==> src/design/csr_pkg.sv <==
// Shared constants of the chiller serial command register block
`default_nettype none
package csr_pkg;

    // ------------------------------------------------------------
    // Widths
    // ------------------------------------------------------------
    localparam int WORD_W = 16;
    localparam int FUNC_W = 8;
    localparam int SEL_W = 4;
    localparam int NUM_DISP = 4;

    // ------------------------------------------------------------
    // Register addresses (MODBUS register numbers)
    // ------------------------------------------------------------
    localparam logic [15:0] ADDR_DISP_BASE = 16'h0038;
    localparam logic [15:0] ADDR_SET_TEMP = 16'h0040;
    localparam logic [15:0] ADDR_RUN_CTRL = 16'h0041;
    localparam logic [15:0] ADDR_SRC_SEL = 16'h0043;

    // ------------------------------------------------------------
    // Function and exception codes
    // ------------------------------------------------------------
    localparam logic [7:0] FC_READ_INPUT = 8'h04;
    localparam logic [7:0] FC_WRITE_SINGLE = 8'h06;
    localparam logic [7:0] FC_EXC_FLAG = 8'h80;
    localparam logic [7:0] EXC_ILL_FUNC = 8'h01;
    localparam logic [7:0] EXC_ILL_ADDR = 8'h02;
    localparam logic [7:0] EXC_ILL_VALUE = 8'h03;
    localparam logic [7:0] READ_BYTE_COUNT = 8'h02;
    localparam logic [15:0] READ_QTY_ONE = 16'h0001;

    // ------------------------------------------------------------
    // Run control word fields
    // ------------------------------------------------------------
    localparam int RUN_BIT = 0;
    localparam int MODE_REQ_BIT = 1;
    localparam int ALM_RST_BIT = 2;
    localparam logic [15:0] RUN_CTRL_MASK = 16'h0007;

    // ------------------------------------------------------------
    // Display source selector codes and reset values
    // ------------------------------------------------------------
    localparam logic [3:0] SEL_NONE = 4'h0;
    localparam logic [3:0] SEL_AMBIENT = 4'h1;
    localparam logic [3:0] SEL_EXT_TUNE = 4'h2;
    localparam logic [3:0] SEL_INLET = 4'h3;
    localparam logic [3:0] SEL_MAINT = 4'h4;
    localparam logic [3:0] SEL_PRESSURE = 4'h5;
    localparam logic [15:0] SRC_SEL_RESET = 16'h0000;
    localparam logic [15:0] RUN_CTRL_RESET = 16'h0000;
    localparam logic [15:0] ZERO_WORD = 16'h0000;

endpackage : csr_pkg
`default_nettype wire

==> src/design/csr_sel_mux.sv <==
// One data display: registered selection of a source by a 4-bit code
`timescale 1ns/1ps
`default_nettype none

module csr_sel_mux (
    input wire logic sys_clk_i,
    input wire logic rst_n_i,
    input wire logic [csr_pkg::SEL_W-1:0] sel_i,
    input wire logic [csr_pkg::WORD_W-1:0] ambient_i,
    input wire logic [csr_pkg::WORD_W-1:0] ext_tune_i,
    input wire logic [csr_pkg::WORD_W-1:0] inlet_i,
    input wire logic [csr_pkg::WORD_W-1:0] maint_i,
    input wire logic [csr_pkg::WORD_W-1:0] pressure_i,
    output logic [csr_pkg::WORD_W-1:0] data_o
);
    import csr_pkg::*;

    logic [WORD_W-1:0] data_next;

    // Pick the source; codes 0 and 6..15 fall through to zero
    always_comb begin
        case (sel_i)
            SEL_AMBIENT: data_next = ambient_i;
            SEL_EXT_TUNE: data_next = ext_tune_i;
            SEL_INLET: data_next = inlet_i;
            SEL_MAINT: data_next = maint_i;
            SEL_PRESSURE: data_next = pressure_i;
            default: data_next = ZERO_WORD;
        endcase
    end

    // Refreshed every cycle, so a new selector shows one edge later
    always_ff @(posedge sys_clk_i) begin
        if (!rst_n_i) begin
            data_o <= ZERO_WORD;
        end else begin
            data_o <= data_next;
        end
    end

endmodule : csr_sel_mux
`default_nettype wire

==> src/design/csr_regs.sv <==
// Command and display registers of the chiller serial slave
//
// Operation
// - Over-range set temperature stores the upper limit
// - Under-range set temperature stores the lower limit
// - Set temperature written only in serial mode
// - Run bit 0: 1 starts, 0 stops
// - Run bit obeyed in serial, contact off
// - Mode bit rising enters serial, falling keeps
// - Alarm reset on bit 2 rising only, in serial mode
// - Four 4-bit selectors, one per display
// - Selector codes 1 to 5 pick sources, 0 shows zero
// - Each display follows its own selector
// - Selection word write at 0x0043, echoed
// - Write frame fields, big-endian, framer builds bytes
// - Display 1 at 0x0038, read answers two bytes
// - Temperatures signed, tenth degree per count
`timescale 1ns/1ps
`default_nettype none

module csr_regs #(
    parameter logic signed [15:0] TEMP_MIN = 16'sh0032,
    parameter logic signed [15:0] TEMP_MAX = 16'sh0190,
    parameter logic [15:0] SET_TEMP_RESET = 16'h00C8
) (
    input wire logic SYS_CLK_I,
    input wire logic RST_N_I,
    // Decoded request from the frame engine
    input wire logic REQ_VALID_I,
    input wire logic [csr_pkg::FUNC_W-1:0] REQ_FUNC_I,
    input wire logic [csr_pkg::WORD_W-1:0] REQ_ADDR_I,
    input wire logic [csr_pkg::WORD_W-1:0] REQ_DATA_I,
    // Answer to the frame engine
    output logic RSP_VALID_O,
    output logic [csr_pkg::FUNC_W-1:0] RSP_FUNC_O,
    output logic [csr_pkg::WORD_W-1:0] RSP_ADDR_O,
    output logic [csr_pkg::FUNC_W-1:0] RSP_COUNT_O,
    output logic [csr_pkg::WORD_W-1:0] RSP_DATA_O,
    // Plant side
    input wire logic CONTACT_INPUT_RUN_STOP_SETTING_I,
    input wire logic SERIAL_MODE_EXIT_I,
    input wire logic [csr_pkg::WORD_W-1:0] AMBIENT_TEMP_I,
    input wire logic [csr_pkg::WORD_W-1:0] EXT_TUNE_TEMP_I,
    input wire logic [csr_pkg::WORD_W-1:0] INLET_TEMP_I,
    input wire logic [csr_pkg::WORD_W-1:0] MAINT_NOTICE_I,
    input wire logic [csr_pkg::WORD_W-1:0] REFRIG_PRESSURE_I,
    output logic SERIAL_MODE_O,
    output logic RUN_O,
    output logic ALARM_RESET_O,
    output logic [csr_pkg::WORD_W-1:0] SET_TEMP_O
);
    import csr_pkg::*;

    // ------------------------------------------------------------
    // Request decode
    // ------------------------------------------------------------
    logic is_write;
    logic is_read;
    logic wr_set_temp;
    logic wr_run_ctrl;
    logic wr_src_sel;
    logic disp_hit;
    logic [1:0] disp_idx;
    logic [WORD_W-1:0] disp_off;
    logic rising_mode;
    logic rising_alarm;
    logic signed [WORD_W-1:0] temp_wr;
    logic [WORD_W-1:0] temp_clamped;

    logic serial_mode_reg;
    logic run_reg;
    logic alarm_reset_reg;
    logic [WORD_W-1:0] set_temp_reg;
    logic [WORD_W-1:0] run_ctrl_reg;
    logic [WORD_W-1:0] src_sel_reg;
    logic [WORD_W-1:0] disp_data [NUM_DISP];

    // Only one function code is legal per access kind: 06 writes, 04 reads
    assign is_write = REQ_VALID_I && (REQ_FUNC_I == FC_WRITE_SINGLE);
    assign is_read = REQ_VALID_I && (REQ_FUNC_I == FC_READ_INPUT);
    assign wr_set_temp = is_write && (REQ_ADDR_I == ADDR_SET_TEMP);
    assign wr_run_ctrl = is_write && (REQ_ADDR_I == ADDR_RUN_CTRL);
    assign wr_src_sel = is_write && (REQ_ADDR_I == ADDR_SRC_SEL);
    assign disp_off = REQ_ADDR_I - ADDR_DISP_BASE;
    assign disp_hit = (REQ_ADDR_I >= ADDR_DISP_BASE) &&
                      (disp_off < WORD_W'(NUM_DISP));
    assign disp_idx = disp_off[1:0];

    // Edges are judged against the last written word, not the
    // live level, so a bit rewritten at 1 fires nothing
    assign rising_mode = REQ_DATA_I[MODE_REQ_BIT] &&
                         !run_ctrl_reg[MODE_REQ_BIT];
    assign rising_alarm = REQ_DATA_I[ALM_RST_BIT] &&
                          !run_ctrl_reg[ALM_RST_BIT];

    // Signed limit check on the written temperature
    assign temp_wr = REQ_DATA_I;
    always_comb begin
        if (temp_wr > TEMP_MAX) begin
            temp_clamped = TEMP_MAX;
        end else if (temp_wr < TEMP_MIN) begin
            temp_clamped = TEMP_MIN;
        end else begin
            temp_clamped = temp_wr;
        end
    end

    // ------------------------------------------------------------
    // Command registers
    // ------------------------------------------------------------

    // Serial mode: entered by the mode bit, left only from the panel
    always_ff @(posedge SYS_CLK_I) begin
        if (!RST_N_I) begin
            serial_mode_reg <= 1'b0;
        end else if (wr_run_ctrl && rising_mode) begin
            serial_mode_reg <= 1'b1;
        end else if (SERIAL_MODE_EXIT_I) begin
            serial_mode_reg <= 1'b0;
        end
    end

    // Last written run word; unused bits never stored
    always_ff @(posedge SYS_CLK_I) begin
        if (!RST_N_I) begin
            run_ctrl_reg <= RUN_CTRL_RESET;
        end else if (wr_run_ctrl) begin
            run_ctrl_reg <= REQ_DATA_I & RUN_CTRL_MASK;
        end
    end

    // Run command; mode granted by this same write does not yet count
    always_ff @(posedge SYS_CLK_I) begin
        if (!RST_N_I) begin
            run_reg <= 1'b0;
        end else if (wr_run_ctrl && serial_mode_reg &&
                     !CONTACT_INPUT_RUN_STOP_SETTING_I) begin
            run_reg <= REQ_DATA_I[RUN_BIT];
        end
    end

    // One-cycle alarm reset strobe
    always_ff @(posedge SYS_CLK_I) begin
        if (!RST_N_I) begin
            alarm_reset_reg <= 1'b0;
        end else begin
            alarm_reset_reg <= wr_run_ctrl && serial_mode_reg &&
                               rising_alarm;
        end
    end

    // Set temperature, clamped into range
    always_ff @(posedge SYS_CLK_I) begin
        if (!RST_N_I) begin
            set_temp_reg <= SET_TEMP_RESET;
        end else if (wr_set_temp && serial_mode_reg) begin
            set_temp_reg <= temp_clamped;
        end
    end

    // Display source selection word
    always_ff @(posedge SYS_CLK_I) begin
        if (!RST_N_I) begin
            src_sel_reg <= SRC_SEL_RESET;
        end else if (wr_src_sel) begin
            src_sel_reg <= REQ_DATA_I;
        end
    end

    // ------------------------------------------------------------
    // Data displays, one registered selector each
    // ------------------------------------------------------------
    for (genvar g = 0; g < NUM_DISP; g++) begin : g_disp
        csr_sel_mux u_mux (
            .sys_clk_i(SYS_CLK_I),
            .rst_n_i(RST_N_I),
            .sel_i(src_sel_reg[g*SEL_W +: SEL_W]),
            .ambient_i(AMBIENT_TEMP_I),
            .ext_tune_i(EXT_TUNE_TEMP_I),
            .inlet_i(INLET_TEMP_I),
            .maint_i(MAINT_NOTICE_I),
            .pressure_i(REFRIG_PRESSURE_I),
            .data_o(disp_data[g])
        );
    end

    // ------------------------------------------------------------
    // Response builder
    // ------------------------------------------------------------
    logic [FUNC_W-1:0] rsp_func_next;
    logic [FUNC_W-1:0] rsp_count_next;
    logic [WORD_W-1:0] rsp_data_next;
    logic rd_hit;
    logic [WORD_W-1:0] rd_word;
    logic [FUNC_W-1:0] exc_code;

    // Read mux; register values seen before this request's write
    always_comb begin
        rd_hit = 1'b1;
        rd_word = ZERO_WORD;
        if (disp_hit) begin
            rd_word = disp_data[disp_idx];
        end else if (REQ_ADDR_I == ADDR_SET_TEMP) begin
            rd_word = set_temp_reg;
        end else if (REQ_ADDR_I == ADDR_RUN_CTRL) begin
            rd_word = run_ctrl_reg;
        end else if (REQ_ADDR_I == ADDR_SRC_SEL) begin
            rd_word = src_sel_reg;
        end else begin
            rd_hit = 1'b0;
        end
    end

    // Exception code, zero when the request is good
    always_comb begin
        if (!is_write && !is_read) begin
            exc_code = EXC_ILL_FUNC;
        end else if (is_write && !(wr_set_temp || wr_run_ctrl ||
                                   wr_src_sel)) begin
            exc_code = EXC_ILL_ADDR;
        end else if (is_read && !rd_hit) begin
            exc_code = EXC_ILL_ADDR;
        end else if (is_read && REQ_DATA_I != READ_QTY_ONE) begin
            exc_code = EXC_ILL_VALUE;
        end else begin
            exc_code = 8'h00;
        end
    end

    // Good write echoes value; good read gives count 2 and word
    always_comb begin
        if (exc_code != 8'h00) begin
            rsp_func_next = REQ_FUNC_I | FC_EXC_FLAG;
            rsp_count_next = 8'h00;
            rsp_data_next = {8'h00, exc_code};
        end else if (is_read) begin
            rsp_func_next = REQ_FUNC_I;
            rsp_count_next = READ_BYTE_COUNT;
            rsp_data_next = rd_word;
        end else begin
            rsp_func_next = REQ_FUNC_I;
            rsp_count_next = 8'h00;
            rsp_data_next = REQ_DATA_I;
        end
    end

    // Answer registered one edge after the request
    always_ff @(posedge SYS_CLK_I) begin
        if (!RST_N_I) begin
            RSP_VALID_O <= 1'b0;
            RSP_FUNC_O <= 8'h00;
            RSP_ADDR_O <= ZERO_WORD;
            RSP_COUNT_O <= 8'h00;
            RSP_DATA_O <= ZERO_WORD;
        end else begin
            RSP_VALID_O <= REQ_VALID_I;
            if (REQ_VALID_I) begin
                RSP_FUNC_O <= rsp_func_next;
                RSP_ADDR_O <= REQ_ADDR_I;
                RSP_COUNT_O <= rsp_count_next;
                RSP_DATA_O <= rsp_data_next;
            end
        end
    end

    // ------------------------------------------------------------
    // Plant outputs
    // ------------------------------------------------------------
    assign SERIAL_MODE_O = serial_mode_reg;
    assign RUN_O = run_reg;
    assign ALARM_RESET_O = alarm_reset_reg;
    assign SET_TEMP_O = set_temp_reg;

endmodule : csr_regs
`default_nettype wire

==> config.mk <==
export PLATFORM = sky130hd
export DESIGN_NAME = csr_regs
export DESIGN_NICKNAME = d
export VERILOG_FILES = /design/src/design/csr_pkg.sv /design/src/design/csr_sel_mux.sv /design/src/design/csr_regs.sv
export SDC_FILE = /design/constraint.sdc
export NUM_CORES = 1
export LEC_CHECK = 0
export BUFFER_PORTS_ARGS = -buffer_cell sky130_fd_sc_hd__buf_4
export CORE_MARGIN = 1
export CORE_UTILIZATION = 40
export DETAILED_ROUTE_END_ITERATION = 7
export PLACE_DENSITY = 0.68
export SYNTH_ARGS = -nofsm -noshare
export SYNTH_HDL_FRONTEND = slang
export SYNTH_HIERARCHICAL = 1
export SYNTH_SLANG_ARGS = --single-unit
==> constraint.sdc <==
create_clock -name SYS_CLK_I -period 8.3 [get_ports SYS_CLK_I]
set_input_delay 2.49 -clock SYS_CLK_I [delete_from_list [all_inputs] [get_ports SYS_CLK_I]]
set_output_delay 2.49 -clock SYS_CLK_I [all_outputs]
set_load 0.01 [all_outputs]
==> flow_summary_export.csv, run 1 <==
group,metric,value,unit
clocking,root_buffer,"sky130_fd_sc_hd__clkbuf_16",
final_layout,stdcell_area,11100,um^2
final_layout,antenna_cells,0,
global_route,grt_max_degree,73,
pwr,vdd.ir_drop.worst,0.000150,V
synth,synthesis.instances,991,
global_route,grt_antenna_before_repair,0,
place,place.detailed.instances,1388,
timing,timing.hold.ws,447,ps
synth,post-synth-top-area-fraction,31.3,%
synth,count_of_synthesis_stage_warnings_from_yosys,6,
critical_path,worstPathRequired,8640,ps
die,floorplan.initialDensity,40.8,%
die,design.die.area,23600,um^2
timing,setup-violations-final,0,
critical_path,worst_setup_path_start_kind,"primary input",
synth,synth_area_per_cell,9.28,um^2
place,hpwl_after_dpl,20200,um
pwr,power.density,145,nW/um^2
drt,drt.antenna.violating_nets,0,
clocking,cts_tree,"built",
pwr,p_seq_share,43.7,%
place,globalplace.congestion,0.895,
min_path,holdPathStages,1,
place,placement.io_buffers,185,
timing,setup_slack,3650,ps
critical_path,worst_reg2reg_path_startpoint,"src_sel_reg[8]",
timing,period_share,56.1,%
clocking,h-tree-depth,4,
final_layout,max_flop_register,"g_disp.u_mux/data_o",
final_layout,fin_nets,1249,
die,floorplan.rows,55,
critical_path,critPathSlowestCell,"sky130_fd_sc_hd__or4b_1",
critical_path,rrSetupSlack,5860,ps
synth,yosys_reg_bits,144,
final_layout,most_frequent_cells_in_the_layout,"sky130_fd_sc_hd__buf_4, sky130_fd_sc_hd__dfxtp_1, sky130_fd_sc_hd__nand2_1",
clocking,cts.reportedPaths.clkPinSlew,60,ps
pwr,comb_power_share,10.1,%
clocking,post_cts.resized_instances,0,
synth,synth-async-reset-ratio,0,%
clocking,cts_inserted_buffers,17,
final_layout,finalNonFillerCells,1420,
critical_path,worstSetupPathType,"in -> reg",
drt,wl,28900,um
critical_path,timing.critical_path.slowest_cell_delay,530,ps
synth,synthDistinctLibCells,67,
timing,final.setup.tns,0,ps
final_layout,post_route_cells_drive_above_1_share,29.5,%
pwr,clock_power_share,46.1,%
timing,transition_at_the_pin_with_the_smallest_max_transition_slack,1190,ps
timing,report.final.hold_viol_count,0,
clocking,insertion_delay,430,ps
clocking,numClockSinks,144,
clocking,cts_setup_buffers,0,
die,io_pins,193,
clocking,cts.hold.buffers_added,0,
min_path,timing.hold.worst_endpoint,"ALARM_RESET_O",
final_layout,leading_cell_type_in_the_layout_fill_and_taps_excluded,"sky130_fd_sc_hd__buf_4",
pwr,leakagePower,4.08,nW
drt,num_vias,8320,
pwr,switching_share,24.3,%
final_layout,largest_register_ff_count,64,
flow_run,cap_viol_max_count,0,
synth,synth_top_cell_by_area,"sky130_fd_sc_hd__dfxtp_1",
timing,post_route_skew,7.37,ps
drt,avgRoutedWirePerCell,20.3,um
critical_path,worstSetupEndpointType,"register",
timing,final_period_minus_worst_setup_slack,4660,ps
synth,synth_top_flop_cell,"sky130_fd_sc_hd__dfxtp_1",
global_route,overflow,0,
drt,detail_route.iter0.violations,753,
drt,detail_route.vias_per_cell,5.86,
clocking,cts-root-to-sink-buffers,2,
pwr,cell_internal_pwr,1.22,mW
timing,report.final.slew_viol_count,0,
synth,ys_top_cells_by_area,"sky130_fd_sc_hd__dfxtp_1, sky130_fd_sc_hd__mux2i_1, sky130_fd_sc_hd__and3b_1",
timing,rsz0062_at_grt,"no",
synth,synth-edff-count,0,
die,floorplan.core_area,22600,um^2
place,dp_slack,3210,ps
critical_path,worstPathMaxFanout,17,
critical_path,rr_endpoint,"g_disp[2].u_mux/data_o[11]",
die,die_w,154,um
final_layout,n_fill_cell,2151,
pwr,netSwitchingPower,0.391,mW
synth,mappedNetlistArea,9200,um^2
global_route,gr-usage-all-layers,24.0,%
final_layout,area_delta_synth_final,20.8,%
timing,max_freq,0.215,GHz
status,status,"complete, no violations",
place,placement.cell_area,10500,um^2
min_path,hold_sp,"run_ctrl_reg[2]",
drt,number_of_detailed_route_iterations_in_the_first_pass,5,
synth,yosysSeqAreaShare,31.3,%
drt,drc_errors,0,
critical_path,cells_on_worst_reg2reg_path,3,
global_route,grt_pass1_wl,44700,um
timing,slew_headroom,20.4,%
min_path,hold_path.class,"reg -> reg",
die,die_height,154,um
critical_path,worstPathArrival,5000,ps
global_route,number_of_global_route_vias_before_repair,7826,
critical_path,critical_path.cell_chain,"buf_4 > a311o_1 > or4b_1 > xor2_1 > nand4b_4 > o21ai_2 > nand4_2 > o21ai_0",
[area by class of cell]
type                            instances  area, um^2  share of cell area (%)
Tap cell                              285         357                    3.21
Clock buffer                           21         470                    4.23
Clock inverter                         11         103                   0.923
Multi-Input combinational cell        743        5740                    51.7
Timing Repair Buffer                  198        1490                    13.4
Inverter                               18        67.6                   0.608
Sequential cell                       144        2880                    25.9
[power by group through the flow]
stage          combinational [mW]  sequential [mW]  clock, mW
4_1_cts                     0.162            0.703      0.754
2_1_floorplan              0.0635            0.722          0
3_5_place_dp                0.161            0.718          0
6_report                    0.163            0.703      0.742
3_3_place_gp                0.159            0.718          0
5_1_grt                     0.175            0.704      0.782
[Yosys cell counts (5+ instances only)]
cell                       count
sky130_fd_sc_hd__nor3b_2       5
sky130_fd_sc_hd__nor2b_1      41
sky130_fd_sc_hd__mux2_2       38
sky130_fd_sc_hd__buf_2        21
sky130_fd_sc_hd__nand2b_1      5
sky130_fd_sc_hd__a31oi_1       5
sky130_fd_sc_hd__nor4bb_1      9
sky130_fd_sc_hd__o21ai_0      54
sky130_fd_sc_hd__a211o_1       5
sky130_fd_sc_hd__mux2i_1      89
sky130_fd_sc_hd__or3_1         5
sky130_fd_sc_hd__dfxtp_1     144
sky130_fd_sc_hd__and3b_1      72
sky130_fd_sc_hd__a21boi_0     15
sky130_fd_sc_hd__nand3_1       6
sky130_fd_sc_hd__a211oi_1      6
sky130_fd_sc_hd__buf_1         7
sky130_fd_sc_hd__clkbuf_1     33
sky130_fd_sc_hd__mux4_2       16
sky130_fd_sc_hd__inv_1        18
sky130_fd_sc_hd__buf_4        20
sky130_fd_sc_hd__nor4_1        5
sky130_fd_sc_hd__nand3b_1     10
sky130_fd_sc_hd__a21oi_1      46
sky130_fd_sc_hd__a22oi_1      58
sky130_fd_sc_hd__a21oi_2      24
sky130_fd_sc_hd__o21ai_1       6
sky130_fd_sc_hd__o22ai_1      16
sky130_fd_sc_hd__buf_6        11
sky130_fd_sc_hd__nand2_1      92
sky130_fd_sc_hd__o22a_1       24
sky130_fd_sc_hd__nor2_1       16
sky130_fd_sc_hd__or3b_1        8
[how the worst max path moves through the flow]
stage,startpoint,endpoint,slack [ps],cells after the start
after floorplan,REQ_ADDR_I[5],RSP_DATA_O[13],3800,8
after global placement,REQ_ADDR_I[5],RSP_DATA_O[14],3260,8
after detailed placement,REQ_ADDR_I[5],RSP_DATA_O[13],3210,8
after CTS,REQ_ADDR_I[5],RSP_DATA_O[13],3650,8
after global routing,REQ_ADDR_I[5],RSP_DATA_O[4],3500,8
final,REQ_ADDR_I[5],RSP_DATA_O[13],3650,8
[per-layer routing]
metal  vias to the layer above  part of all wire [%]  global-route usage, %
li1                       3931                     -                      -
met1                      3889                    45                   33.6
met2                       447                    45                   37.0
met3                        53                   8.3                   4.17
met4                         0                   2.1                   8.76
met5                         -                     0                      0
[cells by family after synthesis]
family | Yosys count | synth area share [%]
xor gates and xnor gates | 2 | 0.190
adders and majority gates | 2 | 0.272
AOI/OAI and AO/OA | 275 | 20.2
other | 1 | 0.0408
buffers and inverters | 110 | 6.49
muxes | 143 | 18.3
DFF | 144 | 31.3
and+or+nand+nor | 314 | 23.2
[worst max-delay path: cells and delay by family]
family	cells	cell delay [ps]
buf+inv	1	140
xor+xnor	1	280
compound gates	3	920
simple gates	3	1170
[through the flow]
step / power (mW) / utilization, %
floorplan: 0.785 / -
global route: 1.66 / 49.2
detailed placement: 0.880 / 46.7
CTS: 1.62 / 49.2
global placement: 0.878 / 46.7
finish: 1.61 / 49.2
No activity file was read; power rests on OpenSTA's default activity.
==> run 2, diff against run 1 <==
--- a/config.mk
+++ b/config.mk
@@ -5,6 +5,7 @@
 export SDC_FILE = /design/constraint.sdc
 export NUM_CORES = 1
 export LEC_CHECK = 0
+export ABC_AREA = 1
 export BUFFER_PORTS_ARGS = -buffer_cell sky130_fd_sc_hd__buf_4
 export CORE_MARGIN = 1
 export CORE_UTILIZATION = 40
==> constraint.sdc (replaced) <==
create_clock -name SYS_CLK_I -period 4.3 [get_ports SYS_CLK_I]
set_input_delay 1.29 -clock SYS_CLK_I [delete_from_list [all_inputs] [get_ports SYS_CLK_I]]
set_output_delay 1.29 -clock SYS_CLK_I [all_outputs]
set_load 0.01 [all_outputs]
==> flow_summary_export.csv, run 2 <==
group,metric,value,unit
status,status,"complete, no violations",
global_route,grt_pass1_wl,53700,um
critical_path,worstPathRequired,4610,ps
critical_path,worstPathArrival,3700,ps
die,floorplan.rows,55,
clocking,cts_inserted_buffers,17,
synth,post-synth-top-area-fraction,30.9,%
timing,setup-violations-final,0,
die,die_w,155,um
final_layout,antenna_cells,0,
pwr,p_seq_share,41.1,%
drt,drt.antenna.violating_nets,0,
final_layout,finalNonFillerCells,1923,
final_layout,area_delta_synth_final,20.3,%
timing,max_freq,0.295,GHz
critical_path,worstSetupPathType,"in -> reg",
drt,detail_route.iter0.violations,1287,
clocking,cts_setup_buffers,0,
die,io_pins,193,
final_layout,most_frequent_cells_in_the_layout,"sky130_fd_sc_hd__nand3_1, sky130_fd_sc_hd__nand2_1, sky130_fd_sc_hd__nor2_1",
synth,synth_area_per_cell,6.32,um^2
global_route,grt_max_degree,60,
timing,final_period_minus_worst_setup_slack,3390,ps
place,dp_slack,486,ps
pwr,switching_share,24.3,%
critical_path,worst_reg2reg_path_startpoint,"src_sel_reg[0]",
min_path,hold_path.class,"reg -> reg",
drt,num_vias,10835,
clocking,insertion_delay,430,ps
die,die_height,155,um
critical_path,worst_setup_path_start_kind,"primary input",
synth,synth_top_flop_cell,"sky130_fd_sc_hd__dfxtp_1",
critical_path,rrSetupSlack,2340,ps
global_route,grt_antenna_before_repair,0,
timing,rsz0062_at_grt,"no",
synth,synth_top_cell_by_area,"sky130_fd_sc_hd__dfxtp_1",
pwr,clock_power_share,48.9,%
timing,transition_at_the_pin_with_the_smallest_max_transition_slack,1170,ps
final_layout,max_flop_register,"g_disp.u_mux/data_o",
place,place.detailed.instances,1892,
critical_path,worstSetupEndpointType,"register",
clocking,root_buffer,"sky130_fd_sc_hd__clkbuf_16",
pwr,vdd.ir_drop.worst,0.000261,V
timing,slew_headroom,21.7,%
final_layout,post_route_cells_drive_above_1_share,19.3,%
global_route,overflow,0,
final_layout,stdcell_area,11200,um^2
place,hpwl_after_dpl,24100,um
timing,post_route_skew,8.23,ps
clocking,post_cts.resized_instances,0,
die,design.die.area,24000,um^2
place,globalplace.congestion,0.891,
pwr,netSwitchingPower,0.805,mW
min_path,hold_sp,"RUN_O",
final_layout,postLayoutCoreUtil,49.3,%
clocking,cts_tree,"built",
place,placement.io_buffers,185,
final_layout,largest_register_ff_count,64,
clocking,cts.hold.buffers_added,0,
global_route,number_of_global_route_vias_before_repair,9697,
clocking,h-tree-depth,4,
pwr,cell_internal_pwr,2.51,mW
timing,setup_slack,909,ps
synth,synthesis.instances,1476,
timing,final.setup.tns,0,ps
synth,synth-edff-count,0,
synth,ys_top_cells_by_area,"sky130_fd_sc_hd__dfxtp_1, sky130_fd_sc_hd__nand3_1, sky130_fd_sc_hd__nand2_1",
clocking,cts.reportedPaths.clkPinSlew,60,ps
drt,detail_route.vias_per_cell,5.63,
drt,number_of_detailed_route_iterations_in_the_first_pass,7,
global_route,gr-usage-all-layers,28.7,%
synth,synth-async-reset-ratio,0,%
timing,report.final.hold_viol_count,0,
synth,synth.most_common_cell,"sky130_fd_sc_hd__nand3_1",
place,placement.cell_area,10600,um^2
final_layout,leading_cell_type_in_the_layout_fill_and_taps_excluded,"sky130_fd_sc_hd__nand3_1",
synth,ys_top_cells_by_count,"sky130_fd_sc_hd__nand3_1, sky130_fd_sc_hd__nand2_1, sky130_fd_sc_hd__nor2_1, sky130_fd_sc_hd__dfxtp_1, sky130_fd_sc_hd__inv_1",
synth,yosys_reg_bits,144,
pwr,leakagePower,4.93,nW
drt,wl,35100,um
synth,yosysSeqAreaShare,30.9,%
clocking,numClockSinks,144,
die,floorplan.core_area,22800,um^2
timing,report.final.slew_viol_count,0,
drt,avgRoutedWirePerCell,18.2,um
synth,mappedNetlistArea,9340,um^2
final_layout,fin_nets,1725,
synth,count_of_synthesis_stage_warnings_from_yosys,6,
synth,synthDistinctLibCells,34,
clocking,cts-root-to-sink-buffers,2,
critical_path,critical_path.startpoint,"REQ_VALID_I",
flow_run,cap_viol_max_count,0,
die,floorplan.initialDensity,41.0,%
pwr,power.density,295,nW/um^2
pwr,comb_power_share,10.0,%
timing,period_share,78.9,%
drt,drc_errors,0,
critical_path,worstPathMaxFanout,43,
[run 2: cell types whose count changed after synthesis, moves of 16 or more]
cell,delta
sky130_fd_sc_hd__mux2_2,-38
sky130_fd_sc_hd__a21oi_2,-16
sky130_fd_sc_hd__nand3_1,+391
sky130_fd_sc_hd__mux4_2,-16
sky130_fd_sc_hd__and3b_1,-72
sky130_fd_sc_hd__mux2i_1,-89
sky130_fd_sc_hd__nand2_1,+183
sky130_fd_sc_hd__inv_2,+18
sky130_fd_sc_hd__a22oi_1,-58
sky130_fd_sc_hd__o22a_1,-24
sky130_fd_sc_hd__nand3_2,+17
sky130_fd_sc_hd__inv_1,+65
sky130_fd_sc_hd__nor2b_1,-41
sky130_fd_sc_hd__nor2_1,+222
[run 2: cells by family after synthesis]
| kind of cell | synth area share [%] |
|---|---|
| other cells | 0.0402 |
| compound gates | 8.64 |
| buf+inv | 11.0 |
| fa+ha+maj | 0.268 |
| simple gates | 49.2 |
| flops | 30.9 |
[run 2: critical path: stages]
cell	delay, ps
sky130_fd_sc_hd__buf_4	310
sky130_fd_sc_hd__inv_2	290
sky130_fd_sc_hd__nor3_2	250
sky130_fd_sc_hd__nand4_2	420
sky130_fd_sc_hd__inv_2	440
sky130_fd_sc_hd__nand2_1	190
sky130_fd_sc_hd__nand4_4	150
sky130_fd_sc_hd__inv_2	130
sky130_fd_sc_hd__nand2_1	130
sky130_fd_sc_hd__a21oi_2	60
[run 2: metal layers]
metal / track usage, % / vias to the layer above / wire (um)
met1: 39.9 / 4861 / 14800
met3: 5.94 / 70 / 4130
met2: 43.8 / 769 / 15400
li1: - / 5135 / -
met4: 9.76 / 0 / 747
met5: 0 / - / 0
[run 2: worst paths after layout]
path | to | depth (start not counted)
worst min register to register | RUN_O | 2
worst max-delay path | RSP_DATA_O[7] | 10
worst min-delay path | RUN_O | 2
worst max register to register | g_disp[0].u_mux/data_o[1] | 6
[run 2: through the flow]
step	hold slack (ps)	power (mW)
2_1_floorplan	422	1.51
6_report	447	3.31
3_5_place_dp	439	1.71
5_1_grt	461	3.41
3_3_place_gp	435	1.71
4_1_cts	448	3.32
[run 2: cell type report]
type / count / area [um^2]
sequential: 144 / 2880
clock inverter: 14 / 215
timing repair buffer: 193 / 1450
tap: 313 / 392
multi-input combinational: 1139 / 5480
inverter: 103 / 387
clock buffer: 17 / 425
fill: 2394 / 11500
[run 2: power groups by stage]
stage / Combinational [mW] / Sequential [mW] / Clock (mW)
after global routing: 0.355 / 1.36 / 1.69
after global placement: 0.322 / 1.39 / 0
after floorplan: 0.113 / 1.40 / 0
after detailed placement: 0.325 / 1.39 / 0
final: 0.331 / 1.36 / 1.62
after CTS: 0.326 / 1.36 / 1.63
